File: config.mk
export PLATFORM = sky130hd
export DESIGN_NAME = mcc_cmd
export DESIGN_NICKNAME = d
export VERILOG_FILES = /design/src/inc/mcc_pkg.sv /design/src/inc/mcc_mem_if.sv /design/src/design/mcc_cmd.sv /design/src/design/mcc_frame_mem.sv
export SDC_FILE = /design/constraint.sdc
export NUM_CORES = 1
export LEC_CHECK = 0
export BUFFER_PORTS_ARGS = -buffer_cell sky130_fd_sc_hd__buf_2
export CAP_MARGIN = 15
export CORE_MARGIN = 1
export CORE_UTILIZATION = 58
export CTS_CLUSTER_SIZE = 16
export DETAILED_ROUTE_END_ITERATION = 8
export GPL_TIMING_DRIVEN = 1
export MAX_ROUTING_LAYER = met4
export PLACE_DENSITY = 0.87
export SLEW_MARGIN = 10
export SYNTH_ARGS = -nofsm -noshare
export SYNTH_HDL_FRONTEND = slang
export SYNTH_SLANG_ARGS = --single-unit
File: constraint.sdc
create_clock -name aclk -period 3.16 [get_ports aclk]
set_clock_uncertainty 0.05 [all_clocks]
set_input_delay 0.158 -clock aclk [delete_from_list [all_inputs] [get_ports aclk]]
set_output_delay 0.158 -clock aclk [all_outputs]
set_load 0.005 [all_outputs]
File: src/inc/mcc_pkg.sv
package mcc_pkg;

  // frame bytes
  localparam logic [7:0] FUNC_CODE     = 8'h46;
  localparam logic [7:0] FUNC_EXC      = 8'hc6;
  localparam logic [7:0] EXC_CODE      = 8'h03;
  localparam logic [7:0] SUB_RD_MASK   = 8'h25;
  localparam logic [7:0] SUB_WR_MASK   = 8'h26;
  localparam logic [7:0] SUB_RD_MISC   = 8'h29;
  localparam logic [7:0] SUB_WR_MISC   = 8'h2a;
  localparam logic [7:0] STATUS_OK     = 8'h00;
  localparam logic [7:0] MASK_MAX      = 8'h0f;
  localparam logic [7:0] MISC_RSV_MASK = 8'h5f;
  localparam int         MISC_FILT_BIT = 7;
  localparam int         MISC_MODE_BIT = 5;
  localparam logic [7:0] ADDR_MIN      = 8'h01;
  localparam logic [7:0] ADDR_MAX      = 8'hf7;

  // request lengths in bytes
  localparam logic [3:0] LEN_RD = 4'h3;
  localparam logic [3:0] LEN_WR = 4'h4;

  // request buffer
  localparam int         BUF_DEPTH = 8;
  localparam int         BUF_AW    = 3;

  // register byte addresses
  localparam logic [7:0] REG_RX      = 8'h00;
  localparam logic [7:0] REG_CTRL    = 8'h04;
  localparam logic [7:0] REG_TX      = 8'h08;
  localparam logic [7:0] REG_STATUS  = 8'h0c;
  localparam logic [7:0] REG_ADDR    = 8'h10;
  localparam logic [7:0] REG_CONFIG  = 8'h14;

  // reset values
  localparam logic [7:0] RST_NODE_ADDR = 8'h01;
  localparam logic [3:0] RST_CH_EN     = 4'hf;
  localparam logic [7:0] RST_MISC      = 8'h00;

  localparam logic [1:0] RESP_OKAY   = 2'b00;
  localparam logic [1:0] RESP_SLVERR = 2'b10;

endpackage : mcc_pkg

File: src/inc/mcc_mem_if.sv
`timescale 1ns/1ps
interface mcc_mem_if #(parameter int AW = 3);
  logic          we;
  logic [AW-1:0] waddr;
  logic [7:0]    wdata;
  logic [AW-1:0] raddr;
  logic [7:0]    rdata;
  modport ctrl (output we, output waddr, output wdata, output raddr, input rdata);
  modport mem  (input we, input waddr, input wdata, input raddr, output rdata);
endinterface : mcc_mem_if

File: src/design/mcc_cmd.sv
// The AXI4-Lite slave port and the register offsets were left to the implementer.
`timescale 1ns/1ps
module mcc_cmd
  import mcc_pkg::*;
(
  // clock and reset
  input  wire logic        aclk,
  input  wire logic        aresetn,
  // write address channel
  input  wire logic [7:0]  s_axi_awaddr,
  input  wire logic        s_axi_awvalid,
  output logic             s_axi_awready,
  // write data channel
  input  wire logic [31:0] s_axi_wdata,
  input  wire logic [3:0]  s_axi_wstrb,
  input  wire logic        s_axi_wvalid,
  output logic             s_axi_wready,
  // write response channel
  output logic [1:0]       s_axi_bresp,
  output logic             s_axi_bvalid,
  input  wire logic        s_axi_bready,
  // read address channel
  input  wire logic [7:0]  s_axi_araddr,
  input  wire logic        s_axi_arvalid,
  output logic             s_axi_arready,
  // read data channel
  output logic [31:0]      s_axi_rdata,
  output logic [1:0]       s_axi_rresp,
  output logic             s_axi_rvalid,
  input  wire logic        s_axi_rready,
  // applied settings
  output logic [3:0]       ch_enable,
  output logic             filter_50hz,
  output logic             fast_mode
);

  typedef enum {ST_IDLE, ST_FETCH, ST_WAIT, ST_LATCH, ST_EXEC, ST_DONE} mcc_state_t;

  mcc_state_t state;
  logic [7:0] node_addr;
  logic [7:0] misc;
  logic [3:0] rx_len;
  logic [2:0] rd_idx;
  logic [7:0] req [4];
  logic [7:0] resp [4];
  logic [2:0] resp_len;
  logic       resp_ready;
  logic       resp_drop;
  logic       overflow;
  logic [3:0] frame_cnt;
  logic       aw_held;
  logic       w_held;
  logic [7:0] aw_q;
  logic [31:0] w_q;
  logic [3:0] wstrb_q;
  logic       wr_go;
  logic [31:0] next_rdata;
  logic       next_rerr;

  mcc_mem_if #(.AW(BUF_AW)) mem ();

  mcc_frame_mem #(.DEPTH(BUF_DEPTH), .AW(BUF_AW)) u_mem
  (
    .aclk (aclk),
    .mp   (mem.mem)
  );

  function automatic logic addr_ok(input logic [7:0] a);
    return (a >= ADDR_MIN) && (a <= ADDR_MAX);
  endfunction : addr_ok

  // write channel capture: address and data in either order
  assign wr_go = aw_held && w_held && !s_axi_bvalid;

  always_ff @(posedge aclk)
  begin
    if (!aresetn)
    begin
      aw_held       <= 1'b0;
      w_held        <= 1'b0;
      aw_q          <= 8'h00;
      w_q           <= 32'h0000_0000;
      wstrb_q       <= 4'h0;
      s_axi_awready <= 1'b0;
      s_axi_wready  <= 1'b0;
    end
    else
    begin
      s_axi_awready <= !aw_held && !s_axi_awready && s_axi_awvalid;
      s_axi_wready  <= !w_held && !s_axi_wready && s_axi_wvalid;
      if (s_axi_awvalid && s_axi_awready)
      begin
        aw_held <= 1'b1;
        aw_q    <= s_axi_awaddr;
      end
      else if (wr_go)
        aw_held <= 1'b0;
      if (s_axi_wvalid && s_axi_wready)
      begin
        w_held  <= 1'b1;
        w_q     <= s_axi_wdata;
        wstrb_q <= s_axi_wstrb;
      end
      else if (wr_go)
        w_held <= 1'b0;
    end
  end

  always_ff @(posedge aclk)
  begin
    if (!aresetn)
    begin
      s_axi_bvalid <= 1'b0;
      s_axi_bresp  <= RESP_OKAY;
    end
    else if (wr_go)
    begin
      s_axi_bvalid <= 1'b1;
      if (aw_q == REG_RX || aw_q == REG_CTRL || aw_q == REG_ADDR || aw_q == REG_CONFIG)
        s_axi_bresp <= RESP_OKAY;
      else
        s_axi_bresp <= RESP_SLVERR;
    end
    else if (s_axi_bready)
      s_axi_bvalid <= 1'b0;
  end

  // received bytes go to the buffer; the frame is closed by the ctrl register
  assign mem.we    = wr_go && aw_q == REG_RX && wstrb_q[0] && state == ST_IDLE && !frame_cnt[3];
  assign mem.waddr = frame_cnt[BUF_AW-1:0];
  assign mem.wdata = w_q[7:0];
  assign mem.raddr = rd_idx;

  always_ff @(posedge aclk)
  begin
    if (!aresetn)
    begin
      frame_cnt <= 4'h0;
      overflow  <= 1'b0;
    end
    else if (state == ST_DONE)
    begin
      frame_cnt <= 4'h0;
      overflow  <= 1'b0;
    end
    else if (wr_go && aw_q == REG_RX && wstrb_q[0] && state == ST_IDLE)
    begin
      if (frame_cnt[3])
        overflow <= 1'b1;
      else
        frame_cnt <= frame_cnt + 4'h1;
    end
  end

  always_ff @(posedge aclk)
  begin
    if (!aresetn)
      node_addr <= RST_NODE_ADDR;
    else if (wr_go && aw_q == REG_ADDR && wstrb_q[0] && addr_ok(w_q[7:0]))
      node_addr <= w_q[7:0];
  end

  // frame interpreter
  always_ff @(posedge aclk)
  begin
    if (!aresetn)
    begin
      state  <= ST_IDLE;
      rd_idx <= 3'h0;
      rx_len <= 4'h0;
    end
    else
    begin
      case (state)
        ST_IDLE:
          if (wr_go && aw_q == REG_CTRL && wstrb_q[0] && w_q[0] && !resp_ready)
          begin
            rx_len <= overflow ? 4'hf : frame_cnt;
            rd_idx <= 3'h0;
            state  <= ST_FETCH;
          end
        ST_FETCH:
          state <= ST_WAIT;
        ST_WAIT:
          state <= ST_LATCH;
        ST_LATCH:
        begin
          if (rd_idx == 3'h3)
            state <= ST_EXEC;
          else
          begin
            rd_idx <= rd_idx + 3'h1;
            state  <= ST_WAIT;
          end
        end
        ST_EXEC:
          state <= ST_DONE;
        ST_DONE:
          state <= ST_IDLE;
        default:
          state <= ST_IDLE;
      endcase
    end
  end

  always_ff @(posedge aclk)
  begin
    if (!aresetn)
    begin
      req[0] <= 8'h00;
      req[1] <= 8'h00;
      req[2] <= 8'h00;
      req[3] <= 8'h00;
    end
    else if (state == ST_LATCH)
      req[rd_idx[1:0]] <= mem.rdata;
  end

  // decode and answer
  always_ff @(posedge aclk)
  begin
    if (!aresetn)
    begin
      ch_enable   <= RST_CH_EN;
      misc        <= RST_MISC;
      filter_50hz <= RST_MISC[MISC_FILT_BIT];
      fast_mode   <= RST_MISC[MISC_MODE_BIT];
      resp[0]     <= 8'h00;
      resp[1]     <= 8'h00;
      resp[2]     <= 8'h00;
      resp[3]     <= 8'h00;
      resp_len    <= 3'h0;
      resp_ready  <= 1'b0;
      resp_drop   <= 1'b0;
    end
    else if (state == ST_EXEC)
    begin
      resp[0]    <= req[0];
      resp[1]    <= FUNC_CODE;
      resp[2]    <= req[2];
      resp_ready <= 1'b1;
      resp_drop  <= 1'b0;
      if (rx_len < LEN_RD || req[0] != node_addr || req[1] != FUNC_CODE)
      begin
        resp_drop <= 1'b1;
        resp_len  <= 3'h0;
      end
      else if (req[2] == SUB_RD_MASK || req[2] == SUB_RD_MISC)
      begin
        if (rx_len != LEN_RD)
        begin
          resp[1]  <= FUNC_EXC;
          resp[2]  <= EXC_CODE;
          resp_len <= 3'h3;
        end
        else
        begin
          resp[3]  <= (req[2] == SUB_RD_MASK) ? {4'h0, ch_enable} : misc;
          resp_len <= 3'h4;
        end
      end
      else if (req[2] == SUB_WR_MASK)
      begin
        if (rx_len != LEN_WR || req[3] > MASK_MAX)
        begin
          resp[1]  <= FUNC_EXC;
          resp[2]  <= EXC_CODE;
          resp_len <= 3'h3;
        end
        else
        begin
          ch_enable <= req[3][3:0];
          resp[3]   <= STATUS_OK;
          resp_len  <= 3'h4;
        end
      end
      else if (req[2] == SUB_WR_MISC)
      begin
        if (rx_len != LEN_WR || (req[3] & MISC_RSV_MASK) != 8'h00)
        begin
          resp[1]  <= FUNC_EXC;
          resp[2]  <= EXC_CODE;
          resp_len <= 3'h3;
        end
        else
        begin
          misc        <= req[3];
          filter_50hz <= req[3][MISC_FILT_BIT];
          fast_mode   <= req[3][MISC_MODE_BIT];
          resp[3]     <= STATUS_OK;
          resp_len    <= 3'h4;
        end
      end
      else
      begin
        resp_drop <= 1'b1;
        resp_len  <= 3'h0;
      end
    end
    else if (wr_go && aw_q == REG_CTRL && wstrb_q[0] && w_q[1])
    begin
      // a stale drop flag would end the next status poll early
      resp_ready <= 1'b0;
      resp_drop  <= 1'b0;
    end
  end

  // register read side
  always_comb
  begin
    next_rdata = 32'h0000_0000;
    next_rerr  = 1'b0;
    if (s_axi_araddr == REG_RX)
      next_rdata = {28'h0000_000, frame_cnt};
    else if (s_axi_araddr == REG_CTRL)
      next_rdata = 32'h0000_0000;
    else if (s_axi_araddr == REG_TX)
      next_rdata = {resp[3], resp[2], resp[1], resp[0]};
    else if (s_axi_araddr == REG_STATUS)
      next_rdata = {24'h0000_00, overflow, (state != ST_IDLE), resp_drop, resp_ready, 1'b0, resp_len};
    else if (s_axi_araddr == REG_ADDR)
      next_rdata = {24'h0000_00, node_addr};
    else if (s_axi_araddr == REG_CONFIG)
      next_rdata = {16'h0000, misc, 4'h0, ch_enable};
    else
      next_rerr = 1'b1;
  end

  always_ff @(posedge aclk)
  begin
    if (!aresetn)
    begin
      s_axi_arready <= 1'b0;
      s_axi_rvalid  <= 1'b0;
      s_axi_rdata   <= 32'h0000_0000;
      s_axi_rresp   <= RESP_OKAY;
    end
    else
    begin
      s_axi_arready <= 1'b0;
      if (s_axi_arvalid && !s_axi_arready && !s_axi_rvalid)
      begin
        s_axi_arready <= 1'b1;
        s_axi_rvalid  <= 1'b1;
        s_axi_rdata   <= next_rdata;
        s_axi_rresp   <= next_rerr ? RESP_SLVERR : RESP_OKAY;
      end
      else if (s_axi_rready)
        s_axi_rvalid <= 1'b0;
    end
  end

  mask_range_a: assert property (@(posedge aclk) disable iff (!aresetn)
    (state == ST_EXEC && req[0] == node_addr && req[1] == FUNC_CODE && req[2] == SUB_WR_MASK
     && rx_len == LEN_WR && req[3] <= MASK_MAX) |=> ch_enable == $past(req[3][3:0]))
    else $error("enable mask not applied");

  mask_reject_a: assert property (@(posedge aclk) disable iff (!aresetn)
    (state == ST_EXEC && req[0] == node_addr && req[1] == FUNC_CODE && req[2] == SUB_WR_MASK
     && rx_len >= LEN_RD && req[3] > MASK_MAX)
     |=> resp[1] == FUNC_EXC && resp[2] == EXC_CODE && $stable(ch_enable))
    else $error("bad mask not rejected");

  misc_reject_a: assert property (@(posedge aclk) disable iff (!aresetn)
    (state == ST_EXEC && req[0] == node_addr && req[1] == FUNC_CODE && req[2] == SUB_WR_MISC
     && rx_len >= LEN_RD && (req[3] & MISC_RSV_MASK) != 8'h00) |=> resp[1] == FUNC_EXC && $stable(misc))
    else $error("reserved misc bits accepted");

  rd_len_a: assert property (@(posedge aclk) disable iff (!aresetn)
    (state == ST_EXEC && req[0] == node_addr && req[1] == FUNC_CODE && req[2] == SUB_RD_MISC
     && rx_len == LEN_WR) |=> resp[1] == FUNC_EXC && resp_len == 3'h3)
    else $error("wrong length read not rejected");

  read_mask_a: assert property (@(posedge aclk) disable iff (!aresetn)
    (state == ST_EXEC && req[0] == node_addr && req[1] == FUNC_CODE && req[2] == SUB_RD_MASK
     && rx_len == LEN_RD) |=> resp[3] == {4'h0, $past(ch_enable)} && resp[2] == SUB_RD_MASK)
    else $error("mask readback wrong");

  mode_bits_a: assert property (@(posedge aclk) disable iff (!aresetn)
    filter_50hz == misc[MISC_FILT_BIT] && fast_mode == misc[MISC_MODE_BIT])
    else $error("filter or mode output differs from settings");

  addr_match_a: assert property (@(posedge aclk) disable iff (!aresetn)
    (state == ST_EXEC && req[0] != node_addr) |=> resp_drop && resp_len == 3'h0)
    else $error("foreign address answered");

  write_ok_a: assert property (@(posedge aclk) disable iff (!aresetn)
    (state == ST_EXEC && req[0] == node_addr && req[1] == FUNC_CODE && req[2] == SUB_WR_MISC
     && rx_len == LEN_WR && (req[3] & MISC_RSV_MASK) == 8'h00)
     |=> resp_len == 3'h4 && resp[1] == FUNC_CODE && resp[2] == SUB_WR_MISC && resp[3] == STATUS_OK
     && misc == $past(req[3]))
    else $error("write status not zero");

endmodule : mcc_cmd

File: src/design/mcc_frame_mem.sv
`timescale 1ns/1ps
module mcc_frame_mem
  import mcc_pkg::*;
#(
  parameter int DEPTH = BUF_DEPTH,
  parameter int AW    = BUF_AW
)
(
  // clock
  input wire logic aclk,
  // port
  mcc_mem_if.mem   mp
);
  logic [7:0] store [DEPTH];

  always_ff @(posedge aclk)
  begin
    if (mp.we)
      store[mp.waddr] <= mp.wdata;
  end

  always_ff @(posedge aclk)
  begin
    mp.rdata <= store[mp.raddr];
  end
endmodule : mcc_frame_mem

==> tab_implementation.tex, run 1 <==
\begin{tabular}{lr}
\hline
Metric & Value \\
\hline
\multicolumn{2}{l}{\textbf{STA}} \\
Total setup violations reported at the end of the flow & 0 \\
Unrepaired setup endpoints after global routing & no \\
Worst Max-Slew Pin Slew & 960 ps \\
Post-Route Setup TNS & 0 ps \\
Final hold violations & 0 \\
Slew HR & approximately a third \\
Worst hold margin & between 15 and 20 ps \\
Final critical-path share of the clock period & 96.4\% \\
Highest clock rate & around 330 MHz \\
Total count of max-transition violations in the final report & 0 \\
Period minus WS final & between 3000 and 4000 ps \\
\multicolumn{2}{l}{\textbf{Pwr}} \\
VDD IR-drop max & about 0.66 mV \\
Portion of total power attributed to sequential cells & 52.4\% \\
Reported leakage power & between 4 and 5 nW \\
Sw power & approximately 1.2 mW \\
Clock group share of total power & between 40\% and 50\% \\
Part of the total power dissipated in combinational logic & roughly 3.2\% \\
Ratio of total power to cell area & 547 mW/mm² \\
Internal power & $\sim$4.7 mW \\
Sw Share & between 20\% and 30\% \\
\multicolumn{2}{l}{\textbf{Global route}} \\
Number of global-route vias before repair & just under 7000 \\
Initial antenna violation count & 0 \\
Global-route wire length before repair & roughly 35000 µm \\
Largest net degree at the start of global routing & 38 \\
GR Overflow Total & 0 \\
GRT Overall Usage & approximately 29\% \\
\multicolumn{2}{l}{\textbf{Floorplan}} \\
Vertical extent of the die & around 130 µm \\
Total core area & 0.0154 mm² \\
DIE AREA & 0.0164 mm² \\
Row cnt & 45 \\
Starting Density & 60.1\% \\
Die width & around 130 µm \\
I/O pin total & between 100 and 150 \\
\multicolumn{2}{l}{\textbf{Clock network}} \\
Number of sinks on the clock net & between 200 and 250 \\
Clock latency on the worst-skew pair & about 500 ps \\
Root buffer cell & sky130\_fd\_sc\_hd\_\_clkbuf\_16 \\
Number of H-tree levels & 1 \\
Maximum buffer depth of the clock tree & 3 \\
Number of buffers created by CTS & 23 \\
Reg clk slew, reported paths & about 60 ps \\
TritonCTS clock tree & built \\
\multicolumn{2}{l}{\textbf{Hold path}} \\
Class of the tightest hold or removal check & input pin to flip-flop \\
\multicolumn{2}{l}{\textbf{Critical path}} \\
Kind of end point of the critical path & flip-flop \\
Startpoint kind of the worst setup timing path & flip-flop \\
R2r setup slk & around 110 ps \\
Data arrival time of the critical path & $\sim$3400 ps \\
Maximum net fanout on the critical path & 3 \\
Category of the most critical setup path & flip-flop to flip-flop \\
CP required & around 3500 ps \\
\multicolumn{2}{l}{\textbf{Drt}} \\
Post-detailed-route via-to-cell ratio & just over 6 \\
Remaining routing DRC violations & 0 \\
Antenna-violating nets left & 0 \\
Wire length reported by the detailed router & between 20000 and 25000 µm \\
Drt pass-1 iters & 7 \\
Per-cell routed wire length & 19.5 µm \\
Via count & approximately 6900 \\
Initial drt markers & between 500 and 600 \\
\multicolumn{2}{l}{\textbf{Place}} \\
HPWL Detailed & 14100 µm \\
Gp weighted congestion & about 0.89 \\
Cell total after placement & $\sim$1100 \\
Total placed instance area & just under 0.01 mm² \\
Quantity of I/O buffers inserted on ports & 76 \\
\multicolumn{2}{l}{\textbf{Synthesis}} \\
FF+latch count, synth & between 200 and 250 \\
Number of instances in the synthesized netlist & between 800 and 900 \\
Post-Syn Area & 0.00924 mm² \\
Avg Cell Area, Syn & between 10 and 15 µm² \\
Number of different library cells in the post-synthesis netlist & 68 \\
Fraction of registers with async set or reset after synthesis & 0\% \\
Prevailing post-synth register cell & sky130\_fd\_sc\_hd\_\_dfxtp\_1 \\
Yosys synthesis warning count & 0 \\
Sequential cell area fraction in the yosys report & just over 60\% \\
Count of flip-flops with a built-in enable after synthesis & approximately 100 \\
\multicolumn{2}{l}{\textbf{Final layout}} \\
Share of layout cells above drive strength 1 & between 15 and 20\% \\
Post-Layout Inst Area & around 0.011 mm² \\
Leading cell type in the layout, fill and taps excluded & sky130\_fd\_sc\_hd\_\_dfxtp\_1 \\
Post-layout net count & a little under 1000 \\
Commonest cells after routing, fill and taps aside & 123 x sky130\_fd\_sc\_hd\_\_dfxtp\_1, 104 x sky130\_fd\_sc\_hd\_\_edfxtp\_1, 97 x sky130\_fd\_sc\_hd\_\_nand2\_1, 76 x sky130\_fd\_sc\_hd\_\_buf\_2, 61 x sky130\_fd\_sc\_hd\_\_nor2\_1 \\
Layout overhead on the synthesized area & 18.2\% \\
Number of antenna repair diodes & 0 \\
Final instance count without filler cells & approximately 1100 \\
\multicolumn{2}{l}{\textbf{Flow run}} \\
Number of max-cap violations & 0 \\
\multicolumn{2}{l}{\textbf{Status}} \\
Outcome & finished clean \\
\hline
\end{tabular}
stage by stage:
stage / total power, mW / util (%) / worst slack (ps)
floorplan: 3.28 / - / 384
global route: 6.14 / 71.0 / 18.0
detailed placement: 3.35 / 64.2 / 265
global placement: 3.34 / 64.2 / 311
finish: 5.97 / 71.0 / 114
CTS: 5.98 / 71.0 / 254
worst max-delay path, cell delays in order, from the launching register on:
cell                        delay, ps
sky130_fd_sc_hd__edfxtp_1         360
sky130_fd_sc_hd__nor4b_1          590
sky130_fd_sc_hd__nand2_1          180
sky130_fd_sc_hd__or4_1            590
sky130_fd_sc_hd__a2111oi_0        870
sky130_fd_sc_hd__buf_4            240
sky130_fd_sc_hd__a211oi_1          50
area by class of cell:
class	count	area, µm²
fill	991	4450
multi-input combinational	528	3440
sequential	227	5590
clock buffer	34	714
timing repair buffer	127	838
clock inverter	7	35.0
inverter	10	37.5
tap	211	264
state kept, by name (all words and copies together), names as in the netlist, 7 cells and up:
name,flops
u_mem.store,64
req,32
s_axi_rdata,32
resp,26
aw_q,8
node_addr,8
u_mem.mp.rdata,8
w_q,8
misc,7
final timing paths:
path / start / end / cells after the start
max: req[1][0] / resp_drop / 6
min: s_axi_araddr[5] / s_axi_rresp[1] / 3
max reg2reg: req[1][0] / resp_drop / 6
min reg2reg: resp_len[1] / resp_len[1] / 1
logic make-up (layout without fill, tap and decap cells):
group                      after synthesis  in the layout  share of synthesized area (%)
xor gates and xnor gates                11             11                           1.04
other                                    1              2                         0.0406
DFF                                    227            227                           60.5
AOI/OAI and AO/OA                      137            137                           9.78
buffers and inverters                   53            178                           2.26
and+or+nand+nor                        338            338                           19.7
muxes                                   37             37                           6.29
adders and majority gates                3              3                          0.406
timing repair:
| action | CTS | global route |
|---|---|---|
| resized for setup | 0 | 0 |
| hold endpoints to repair | 22 | 0 |
| hold buffers | 30 | 0 |
| buffers inserted | 0 | 0 |
synthesized netlist by cell type, drive strengths merged (11+ instances only):
cell / count / area (µm²)
a21oi: 49 / 249
a22oi: 24 / 180
and2: 48 / 300
buf: 11 / 51.3
clkbuf: 32 / 120
dfxtp: 123 / 2460
edfxtp: 104 / 3120
mux2i: 13 / 130
mux4: 16 / 360
nand2: 97 / 364
nand2b: 13 / 81.3
nand3: 25 / 125
nor2: 62 / 235
nor3: 13 / 76.3
nor4: 15 / 128
o21ai: 16 / 80.1
xnor2: 11 / 96.3
per-layer routing:
layer | up-vias | GRT usage (%) | routed length [µm]
met1 | 3341 | 33.1 | 8590
li1 | 3184 | - | -
met5 | - | - | 0
met4 | 0 | 12.1 | 862
met3 | 80 | 4.26 | 1430
met2 | 339 | 49.3 | 11400
power by group through the flow:
stage               Combinational (mW)  Sequential (mW)  Clock (mW)
floorplan                        0.106             3.18           0
global placement                 0.157             3.19           0
detailed placement               0.161             3.19           0
CTS                              0.186             3.13        2.67
global route                     0.211             3.13        2.80
finish                           0.194             3.13        2.65
Note: power is estimated with default switching activity, not from simulation.
==> inputs of run 2 (changes only) <==
--- a/config.mk
+++ b/config.mk
@@ -5,6 +5,7 @@
 export SDC_FILE = /design/constraint.sdc
 export NUM_CORES = 1
 export LEC_CHECK = 0
+export ABC_AREA = 1
 export BUFFER_PORTS_ARGS = -buffer_cell sky130_fd_sc_hd__buf_2
 export CAP_MARGIN = 15
 export CORE_MARGIN = 1
==> run 2 against run 1 <==
Critical path depth grew 1. Count of clock-buffer cells in the layout shrank 6. Combinational power grew 23%. Critical path type unchanged. Largest power group unchanged.
==> tab_implementation.tex, run 2 <==
\begin{tabular}{lr}
\hline
Metric & Value \\
\hline
\multicolumn{2}{l}{\textbf{Floorplan}} \\
I/O pin total & 106 (unchanged) \\
DIE AREA & 0.0170 mm² (+3.2\%) \\
Total core area & 0.0159 mm² (+3.7\%) \\
Vertical extent of the die & 130 µm (+1.6\%) \\
Row cnt & 46 (+2.2\%) \\
Starting Density & 59.8\% (-0.25 points) \\
Die width & 130 µm (+1.6\%) \\
\multicolumn{2}{l}{\textbf{Synthesis}} \\
Library cell occupying the most area in the post-synthesis netlist & sky130\_fd\_sc\_hd\_\_edfxtp\_1 \\
Fraction of registers with async set or reset after synthesis & 0\% (unchanged) \\
Proportion of netlist area held by the largest area contributor & 32.7\% (-1.1 points) \\
Number of instances in the synthesized netlist & 1076 (+33\%) \\
Number of different library cells in the post-synthesis netlist & 51 (-25\%) \\
Most instantiated cells after synthesis & 186 x sky130\_fd\_sc\_hd\_\_nand2\_1, 164 x sky130\_fd\_sc\_hd\_\_nor2\_1, 123 x sky130\_fd\_sc\_hd\_\_dfxtp\_1, 104 x sky130\_fd\_sc\_hd\_\_edfxtp\_1, 99 x sky130\_fd\_sc\_hd\_\_inv\_1 \\
Post-Syn Area & 0.00954 mm² (+3.3\%) \\
Yosys synthesis warning count & 0 (unchanged) \\
Sequential cell area fraction in the yosys report & 58.6\% (-1.9 points) \\
Count of flip-flops with a built-in enable after synthesis & 104 (unchanged) \\
Prevailing post-synth register cell & sky130\_fd\_sc\_hd\_\_dfxtp\_1 \\
Cell with the most instances after synthesis & sky130\_fd\_sc\_hd\_\_nand2\_1 \\
Ranking of synthesized cells by area & sky130\_fd\_sc\_hd\_\_edfxtp\_1 33\%, sky130\_fd\_sc\_hd\_\_dfxtp\_1 26\%, sky130\_fd\_sc\_hd\_\_nand2\_1 7.3\%, sky130\_fd\_sc\_hd\_\_nor2\_1 6.5\%, sky130\_fd\_sc\_hd\_\_a21oi\_1 4.3\% \\
FF+latch count, synth & 227 (unchanged) \\
Avg Cell Area, Syn & 8.87 µm² (-23\%) \\
\multicolumn{2}{l}{\textbf{Place}} \\
HPWL Detailed & 14600 µm (+3.3\%) \\
Pre-CTS WS & 953 ps (+688 ps) \\
Cell total after placement & 1345 (+25\%) \\
Quantity of I/O buffers inserted on ports & 76 (unchanged) \\
Gp weighted congestion & 0.948 (+6.2\%) \\
Total placed instance area & 0.0101 mm² (+2.6\%) \\
\multicolumn{2}{l}{\textbf{Pwr}} \\
Reported leakage power & 4.51 nW (+7.9\%) \\
Portion of total power attributed to sequential cells & 50.9\% (-1.5 points) \\
Sw Share & 21.4\% (+0.76 points) \\
Ratio of total power to cell area & 557 mW/mm² (+1.9\%) \\
Sw power & 1.33 mW (+7.5\%) \\
VDD IR-drop max & 0.769 mV (+16\%) \\
Clock group share of total power & 45.2\% (+0.8 points) \\
Internal power & 4.87 mW (+2.7\%) \\
Part of the total power dissipated in combinational logic & 3.9\% (+0.7 points) \\
\multicolumn{2}{l}{\textbf{Final layout}} \\
Share of layout cells above drive strength 1 & 15.3\% (-4.0 points) \\
Final instance count without filler cells & 1408 (+23\%) \\
Commonest cells after routing, fill and taps aside & 186 x sky130\_fd\_sc\_hd\_\_nand2\_1, 164 x sky130\_fd\_sc\_hd\_\_nor2\_1, 123 x sky130\_fd\_sc\_hd\_\_dfxtp\_1, 104 x sky130\_fd\_sc\_hd\_\_edfxtp\_1, 99 x sky130\_fd\_sc\_hd\_\_inv\_1 \\
Layout overhead on the synthesized area & 16.5\% \\
Post-Layout Inst Area & 0.0111 mm² (+1.8\%) \\
Biggest regs & u\_mem.store (64), req (32), s\_axi\_rdata (32) \\
Post-layout net count & 1237 (+26\%) \\
Top reg by flops & u\_mem.store \\
Max reg flops & 64 (unchanged) \\
Filler cell count in the final layout & 1145 (+16\%) \\
Leading cell type in the layout, fill and taps excluded & sky130\_fd\_sc\_hd\_\_nand2\_1 \\
Number of antenna repair diodes & 0 (unchanged) \\
\multicolumn{2}{l}{\textbf{Clock network}} \\
Reg clk slew, reported paths & 60 ps (about the same) \\
Number of sinks on the clock net & 227 (unchanged) \\
Root buffer cell & sky130\_fd\_sc\_hd\_\_clkbuf\_16 \\
Total of cells resized after clock tree synthesis & 0 (unchanged) \\
Number of buffers created by CTS & 23 (unchanged) \\
Clock latency on the worst-skew pair & 530 ps (+30 ps) \\
TritonCTS clock tree & built \\
Number of H-tree levels & 1 (unchanged) \\
Maximum buffer depth of the clock tree & 3 (unchanged) \\
\multicolumn{2}{l}{\textbf{Global route}} \\
GR Overflow Total & 0 (unchanged) \\
GRT Overall Usage & 27.5\% (-1.1 points) \\
Number of global-route vias before repair & 7245 (+6.8\%) \\
Initial antenna violation count & 0 (unchanged) \\
Largest net degree at the start of global routing & 39 (+2.6\%) \\
Global-route wire length before repair & 35100 µm (+0.14\%) \\
\multicolumn{2}{l}{\textbf{Critical path}} \\
Buffers \& Inverters on Critical Path & 0 (-1) \\
Crit path max-delay family & simple AND/OR/NAND/NOR gates \\
CP required & 3250 ps (-230 ps) \\
Startpoint of the worst setup timing path & aw\_q[5] \\
Worst path slowest cell & sky130\_fd\_sc\_hd\_\_nor2\_1 \\
Category of the most critical setup path & flip-flop to flip-flop \\
Critical Path, Cell by Cell & nor2\_1 -> nand3\_1 -> nor2\_2 -> nand3\_1 -> nor2\_1 -> nand3\_1 -> nor2\_1 \\
Largest stage delay on the critical path & 660 ps (-210 ps) \\
Data arrival time of the critical path & 2420 ps (-950 ps) \\
Maximum net fanout on the critical path & 8 (+5) \\
Kind of end point of the critical path & flip-flop \\
Startpoint kind of the worst setup timing path & flip-flop \\
Crit Reg-Reg Startpoint & aw\_q[5] \\
\multicolumn{2}{l}{\textbf{Drt}} \\
Via count & 7882 (+14\%) \\
Antenna-violating nets left & 0 (unchanged) \\
Remaining routing DRC violations & 0 (unchanged) \\
Wire length reported by the detailed router & 22300 µm (+0.20\%) \\
Per-cell routed wire length & 15.9 µm (-19\%) \\
Drt pass-1 iters & 5 (-2) \\
Post-detailed-route via-to-cell ratio & 5.60 (-7.8\%) \\
Initial drt markers & 705 (+33\%) \\
\multicolumn{2}{l}{\textbf{STA}} \\
Setup WS post-layout & 836 ps (+722 ps) \\
Final hold violations & 0 (unchanged) \\
Final critical-path share of the clock period & 73.5\% (-23 points) \\
Post-Route Setup TNS & 0 ps (unchanged) \\
Worst hold margin & 20.2 ps (+4.91 ps) \\
Highest clock rate & 430 MHz (+31\%) \\
Worst Max-Slew Pin Slew & 847 ps (-113 ps) \\
Unrepaired setup endpoints after global routing & no \\
Total setup violations reported at the end of the flow & 0 (unchanged) \\
Slew HR & 43.3\% (+9.0 points) \\
Total count of max-transition violations in the final report & 0 (unchanged) \\
Period minus WS final & 2320 ps (-722 ps) \\
\multicolumn{2}{l}{\textbf{Hold path}} \\
Origin of the worst min-delay path & s\_axi\_arvalid \\
Class of the tightest hold or removal check & input pin to flip-flop \\
\multicolumn{2}{l}{\textbf{Status}} \\
Outcome & finished clean \\
\multicolumn{2}{l}{\textbf{Flow run}} \\
Number of max-cap violations & 0 (unchanged) \\
\hline
\end{tabular}
==> run 2: routing by layer <==
layer	part of all wire (%)	GRT usage, %	wire length, µm
met5	0	-	0
met4	3.5	10.5	786
met3	7.0	3.73	1560
met2	50	46.9	11200
met1	39	32.9	8750
==> run 2: timing repair <==
| action | CTS | global route |
|---|---|---|
| hold buffers | 21 | 0 |
| endpoints found under the hold margin | 21 | 0 |
| buffers inserted | 0 | 0 |
==> run 2: layout make-up <==
cell class | instances | area (µm²) | share of cell area, %
Multi-Input combinational cell | 696 | 3350 | 30.1
Sequential cell | 227 | 5590 | 50.2
Clock buffer | 28 | 594 | 5.35
Inverter | 114 | 428 | 3.85
Tap cell | 216 | 270 | 2.43
Clock inverter | 14 | 181 | 1.63
Timing Repair Buffer | 113 | 711 | 6.39
==> run 2: final timing paths <==
check | end | slack [ps] | cells past startpoint
hold / removal | s_axi_rdata[6] | 20 | 5
hold reg to reg | s_axi_awready | 400 | 1
setup / recovery | u_mem.store[7][3] | 840 | 7
setup reg to reg | u_mem.store[7][3] | 840 | 7
==> run 2: power groups by stage <==
stage | clock network, mW | registers, mW | logic, mW
after floorplan | 0 | 3.20 | 0.145
after global placement | 0 | 3.21 | 0.202
after detailed placement | 0 | 3.22 | 0.209
after CTS | 2.81 | 3.15 | 0.232
after global routing | 2.94 | 3.16 | 0.267
final | 2.80 | 3.15 | 0.239
==> run 2: cells by family after synthesis <==
family                   Yosys count  share of synthesized area (%)
adder cells (fa/ha/maj)            3                          0.394
other                              1                         0.0393
AO/OA/AOI/OAI                    200                           11.4
buffers and inverters            154                           6.48
XOR/XNOR                           1                         0.0918
AND/OR/NAND/NOR                  490                           23.0
flip-flops                       227                           58.6
==> run 2: through the flow <==
stage	util, %	total power [mW]
3_3_place_gp	63.5	3.42
2_1_floorplan	-	3.34
3_5_place_dp	63.5	3.42
6_report	69.7	6.19
5_1_grt	69.7	6.36
4_1_cts	69.7	6.20
==> run 2: worst min-delay path, delay by kind of cell <==
kind | cells | cell delay [ps]
buffers and inverters | 2 | 170
AND/OR/NAND/NOR | 2 | 160
AO/OA/AOI/OAI | 1 | 50
==> inputs of run 3 (changes only) <==
--- a/config.mk
+++ b/config.mk
@@ -5,16 +5,16 @@
 export SDC_FILE = /design/constraint.sdc
 export NUM_CORES = 1
 export LEC_CHECK = 0
-export ABC_AREA = 1
+export ABC_AREA = 0
 export BUFFER_PORTS_ARGS = -buffer_cell sky130_fd_sc_hd__buf_2
 export CAP_MARGIN = 15
 export CORE_MARGIN = 1
-export CORE_UTILIZATION = 58
+export CORE_UTILIZATION = 52
 export CTS_CLUSTER_SIZE = 16
 export DETAILED_ROUTE_END_ITERATION = 8
 export GPL_TIMING_DRIVEN = 1
 export MAX_ROUTING_LAYER = met4
-export PLACE_DENSITY = 0.87
+export PLACE_DENSITY = 0.83
 export SLEW_MARGIN = 10
 export SYNTH_ARGS = -nofsm -noshare
 export SYNTH_HDL_FRONTEND = slang
==> constraint.sdc (replaced) <==
create_clock -name aclk -period 1.88 [get_ports aclk]
set_clock_uncertainty 0.05 [all_clocks]
set_input_delay 0.094 -clock aclk [delete_from_list [all_inputs] [get_ports aclk]]
set_output_delay 0.094 -clock aclk [all_outputs]
set_load 0.005 [all_outputs]
==> run 3 against run 2 <==
The run now ends with setup timing left. Global-route usage up 0.16 points. Count of clock-buffer cells in the layout up 4. Flip-flop and latch count unchanged. Utilization up 2.5 points. Routed wire length up 13%. Fmax up 2.2%. Design area up 12%. Die area up 7.9%. Register-to-register slack worse by 1200 ps. Critical path depth down 2. Highest routed layer unchanged.
==> tab_implementation.tex, run 3 (synthesized netlist as in run 1, its figures left out) <==
\begin{tabular}{lr}
\hline
Metric & Value \\
\hline
\multicolumn{2}{l}{\textbf{Drt}} \\
Antenna-violating nets left & 0 (unchanged) \\
Remaining routing DRC violations & 0 (unchanged) \\
Wire length reported by the detailed router & 25200 µm (+13\%) \\
Via count & 7453 (-5.4\%) \\
Post-detailed-route via-to-cell ratio & 5.88 (+5.0\%) \\
Per-cell routed wire length & 19.9 µm (+25\%) \\
Initial drt markers & 688 (-2.4\%) \\
Drt pass-1 iters & 5 (unchanged) \\
\multicolumn{2}{l}{\textbf{STA}} \\
Slew HR & 64.5\% (+21 points) \\
Final hold violations & 0 (unchanged) \\
Worst hold margin & 28.4 ps (+8.12 ps) \\
Final critical-path share of the clock period & 121\% (+47 points) \\
Total setup violations reported at the end of the flow & 96 (+96) \\
Worst Max-Slew Pin Slew & 531 ps (-316 ps) \\
Unrepaired setup endpoints after global routing & yes \\
Total count of max-transition violations in the final report & 0 (unchanged) \\
Setup WS post-layout & -393 ps (-1230 ps) \\
Period minus WS final & 2270 ps (-50.7 ps) \\
Highest clock rate & 440 MHz (+2.2\%) \\
\multicolumn{2}{l}{\textbf{Floorplan}} \\
Total core area & 0.0173 mm² (+8.5\%) \\
DIE AREA & 0.0183 mm² (+7.9\%) \\
I/O pin total & 106 (unchanged) \\
Vertical extent of the die & 135 µm (+3.9\%) \\
Starting Density & 53.4\% (-6.4 points) \\
Row cnt & 48 (+4.3\%) \\
Die width & 135 µm (+3.9\%) \\
\multicolumn{2}{l}{\textbf{Pwr}} \\
Ratio of total power to cell area & 814 mW/mm² (+46\%) \\
VDD IR-drop max & 0.782 mV (+1.7\%) \\
Reported leakage power & 4.88 nW (+8.3\%) \\
Pwr Total & 10.2 mW (+64\%) \\
\multicolumn{2}{l}{\textbf{Final layout}} \\
Post-Layout Inst Area & 0.0125 mm² (+12\%) \\
Post-layout net count & 1088 (-12\%) \\
Commonest cells after routing, fill and taps aside & 119 x sky130\_fd\_sc\_hd\_\_dfxtp\_1, 106 x sky130\_fd\_sc\_hd\_\_buf\_4, 104 x sky130\_fd\_sc\_hd\_\_edfxtp\_1, 95 x sky130\_fd\_sc\_hd\_\_nand2\_1, 76 x sky130\_fd\_sc\_hd\_\_buf\_2 \\
Max reg flops & 64 (unchanged) \\
Top reg by flops & u\_mem.store \\
Biggest regs & u\_mem.store (64), req (32), s\_axi\_rdata (32) \\
Final instance count without filler cells & 1268 (-9.9\%) \\
Layout overhead on the synthesized area & 35.2\% \\
Number of antenna repair diodes & 0 (unchanged) \\
Leading cell type in the layout, fill and taps excluded & sky130\_fd\_sc\_hd\_\_dfxtp\_1 \\
Share of layout cells above drive strength 1 & 35.2\% (+20 points) \\
\multicolumn{2}{l}{\textbf{Clock network}} \\
Root buffer cell & sky130\_fd\_sc\_hd\_\_clkbuf\_16 \\
Clock latency on the worst-skew pair & 510 ps (-20 ps) \\
Number of sinks on the clock net & 227 (unchanged) \\
Maximum buffer depth of the clock tree & 3 (unchanged) \\
TritonCTS clock tree & built \\
Reg clk slew, reported paths & 60 ps (about the same) \\
Number of buffers created by CTS & 23 (unchanged) \\
Number of H-tree levels & 1 (unchanged) \\
\multicolumn{2}{l}{\textbf{Place}} \\
Gp weighted congestion & 0.911 (-4.0\%) \\
Pre-CTS WS & -452 ps (-1410 ps) \\
Quantity of I/O buffers inserted on ports & 76 (unchanged) \\
Total placed instance area & 0.0108 mm² (+6.8\%) \\
Cell total after placement & 1177 (-12\%) \\
HPWL Detailed & 16100 µm (+11\%) \\
\multicolumn{2}{l}{\textbf{Critical path}} \\
Largest stage delay on the critical path & 540 ps (-120 ps) \\
Critical Path, Cell by Cell & or4\_4 -> nor2\_4 -> or4b\_4 -> buf\_12 -> nor2\_4 \\
Worst path slowest cell & sky130\_fd\_sc\_hd\_\_or4\_4 \\
Buffers \& Inverters on Critical Path & 1 (+1) \\
Category of the most critical setup path & flip-flop to flip-flop \\
Startpoint kind of the worst setup timing path & flip-flop \\
Data arrival time of the critical path & 2420 ps (about the same) \\
CP required & 2020 ps (-1230 ps) \\
Maximum net fanout on the critical path & 8 (unchanged) \\
Most frequent cell on the critical path & sky130\_fd\_sc\_hd\_\_nor2\_4 \\
Crit path max-delay family & simple AND/OR/NAND/NOR gates \\
Kind of end point of the critical path & flip-flop \\
\multicolumn{2}{l}{\textbf{Global route}} \\
GR Overflow Total & 0 (unchanged) \\
Global-route wire length before repair & 37800 µm (+7.7\%) \\
Initial antenna violation count & 0 (unchanged) \\
GRT Overall Usage & 27.6\% (+0.16 points) \\
Number of global-route vias before repair & 7322 (+1.1\%) \\
Largest net degree at the start of global routing & 36 (-7.7\%) \\
\multicolumn{2}{l}{\textbf{Status}} \\
Violations in the final reports & setup timing \\
Outcome & complete, but fails checks \\
\multicolumn{2}{l}{\textbf{Hold path}} \\
Class of the tightest hold or removal check & input pin to flip-flop \\
\multicolumn{2}{l}{\textbf{Flow run}} \\
Number of max-cap violations & 0 (unchanged) \\
\hline
\end{tabular}
## run 3: cell count changes in the layout (fill, tap and decap cells not counted), sizes merged, moves of 13 or more
| cell | previous run | this run |
|---|---|---|
| mux2i | 0 | 13 |
| nand2 | 195 | 97 |
| nand3 | 66 | 25 |
| nand2b | 0 | 13 |
| buf | 92 | 204 |
| nor2 | 184 | 62 |
| and2 | 0 | 48 |
| o21ai | 83 | 16 |
| a22oi | 0 | 24 |
| mux4 | 0 | 16 |
| a21oi | 84 | 49 |
| inv | 112 | 13 |
## run 3: metal layers
metal  GRT usage (%)  up-vias  wire, µm
met5               -        -         0
met4            11.3        0      1010
met3            4.34       86      1800
met2            46.5      380     12900
met1            33.1     3583      9550
li1                -     3404         -
## run 3: final timing paths
kind                        start  slack, ps                 to  cells past startpoint
hold / removal    s_axi_araddr[3]         30     s_axi_rdata[0]                      4
setup / recovery         state[1]       -390  u_mem.store[4][3]                      5
hold reg to reg   s_axi_rdata[13]        400    s_axi_rdata[13]                      2
setup reg to reg         state[1]       -390  u_mem.store[4][3]                      5
## run 3: metrics by stage
stage / util, % / setup TNS (ps)
final: 72.2 / -23130
after global routing: 72.2 / -26050
after floorplan: - / -21560
after CTS: 71.2 / -16650
after global placement: 62.6 / -21480
after detailed placement: 62.6 / -28290
## run 3: cell type report
cell class	instances	area, µm²
inverters	10	37.5
fillers	1074	4810
flip-flops and latches	227	5590
well taps	225	282
repair buffers	236	1810
clock buffers	32	681
multi-input cells	528	4010
clock inverters	10	75.1
## run 3: worst min-delay path, delay by kind of cell
kind	cells	cell delay, ps
buffers and inverters	1	160
AO/OA/AOI/OAI	3	270
## run 3: power by group
part	switching, mW	leakage [nW]	internal [mW]	total, mW
Clock	1.90	0.376	2.56	4.47
Sequential	0.0463	2.07	5.20	5.25
Combinational	0.249	2.43	0.202	0.451
Total	2.20	4.88	7.96	10.2
## run 3: timing repair
item	4_1_cts	5_1_grt
hold buffers	32	0
endpoints found under the setup margin	108	114
endpoints found under the hold margin	23	0
pin swaps	40	37
cloned	1	0
resized for setup	66	32
buffers inserted	14	6
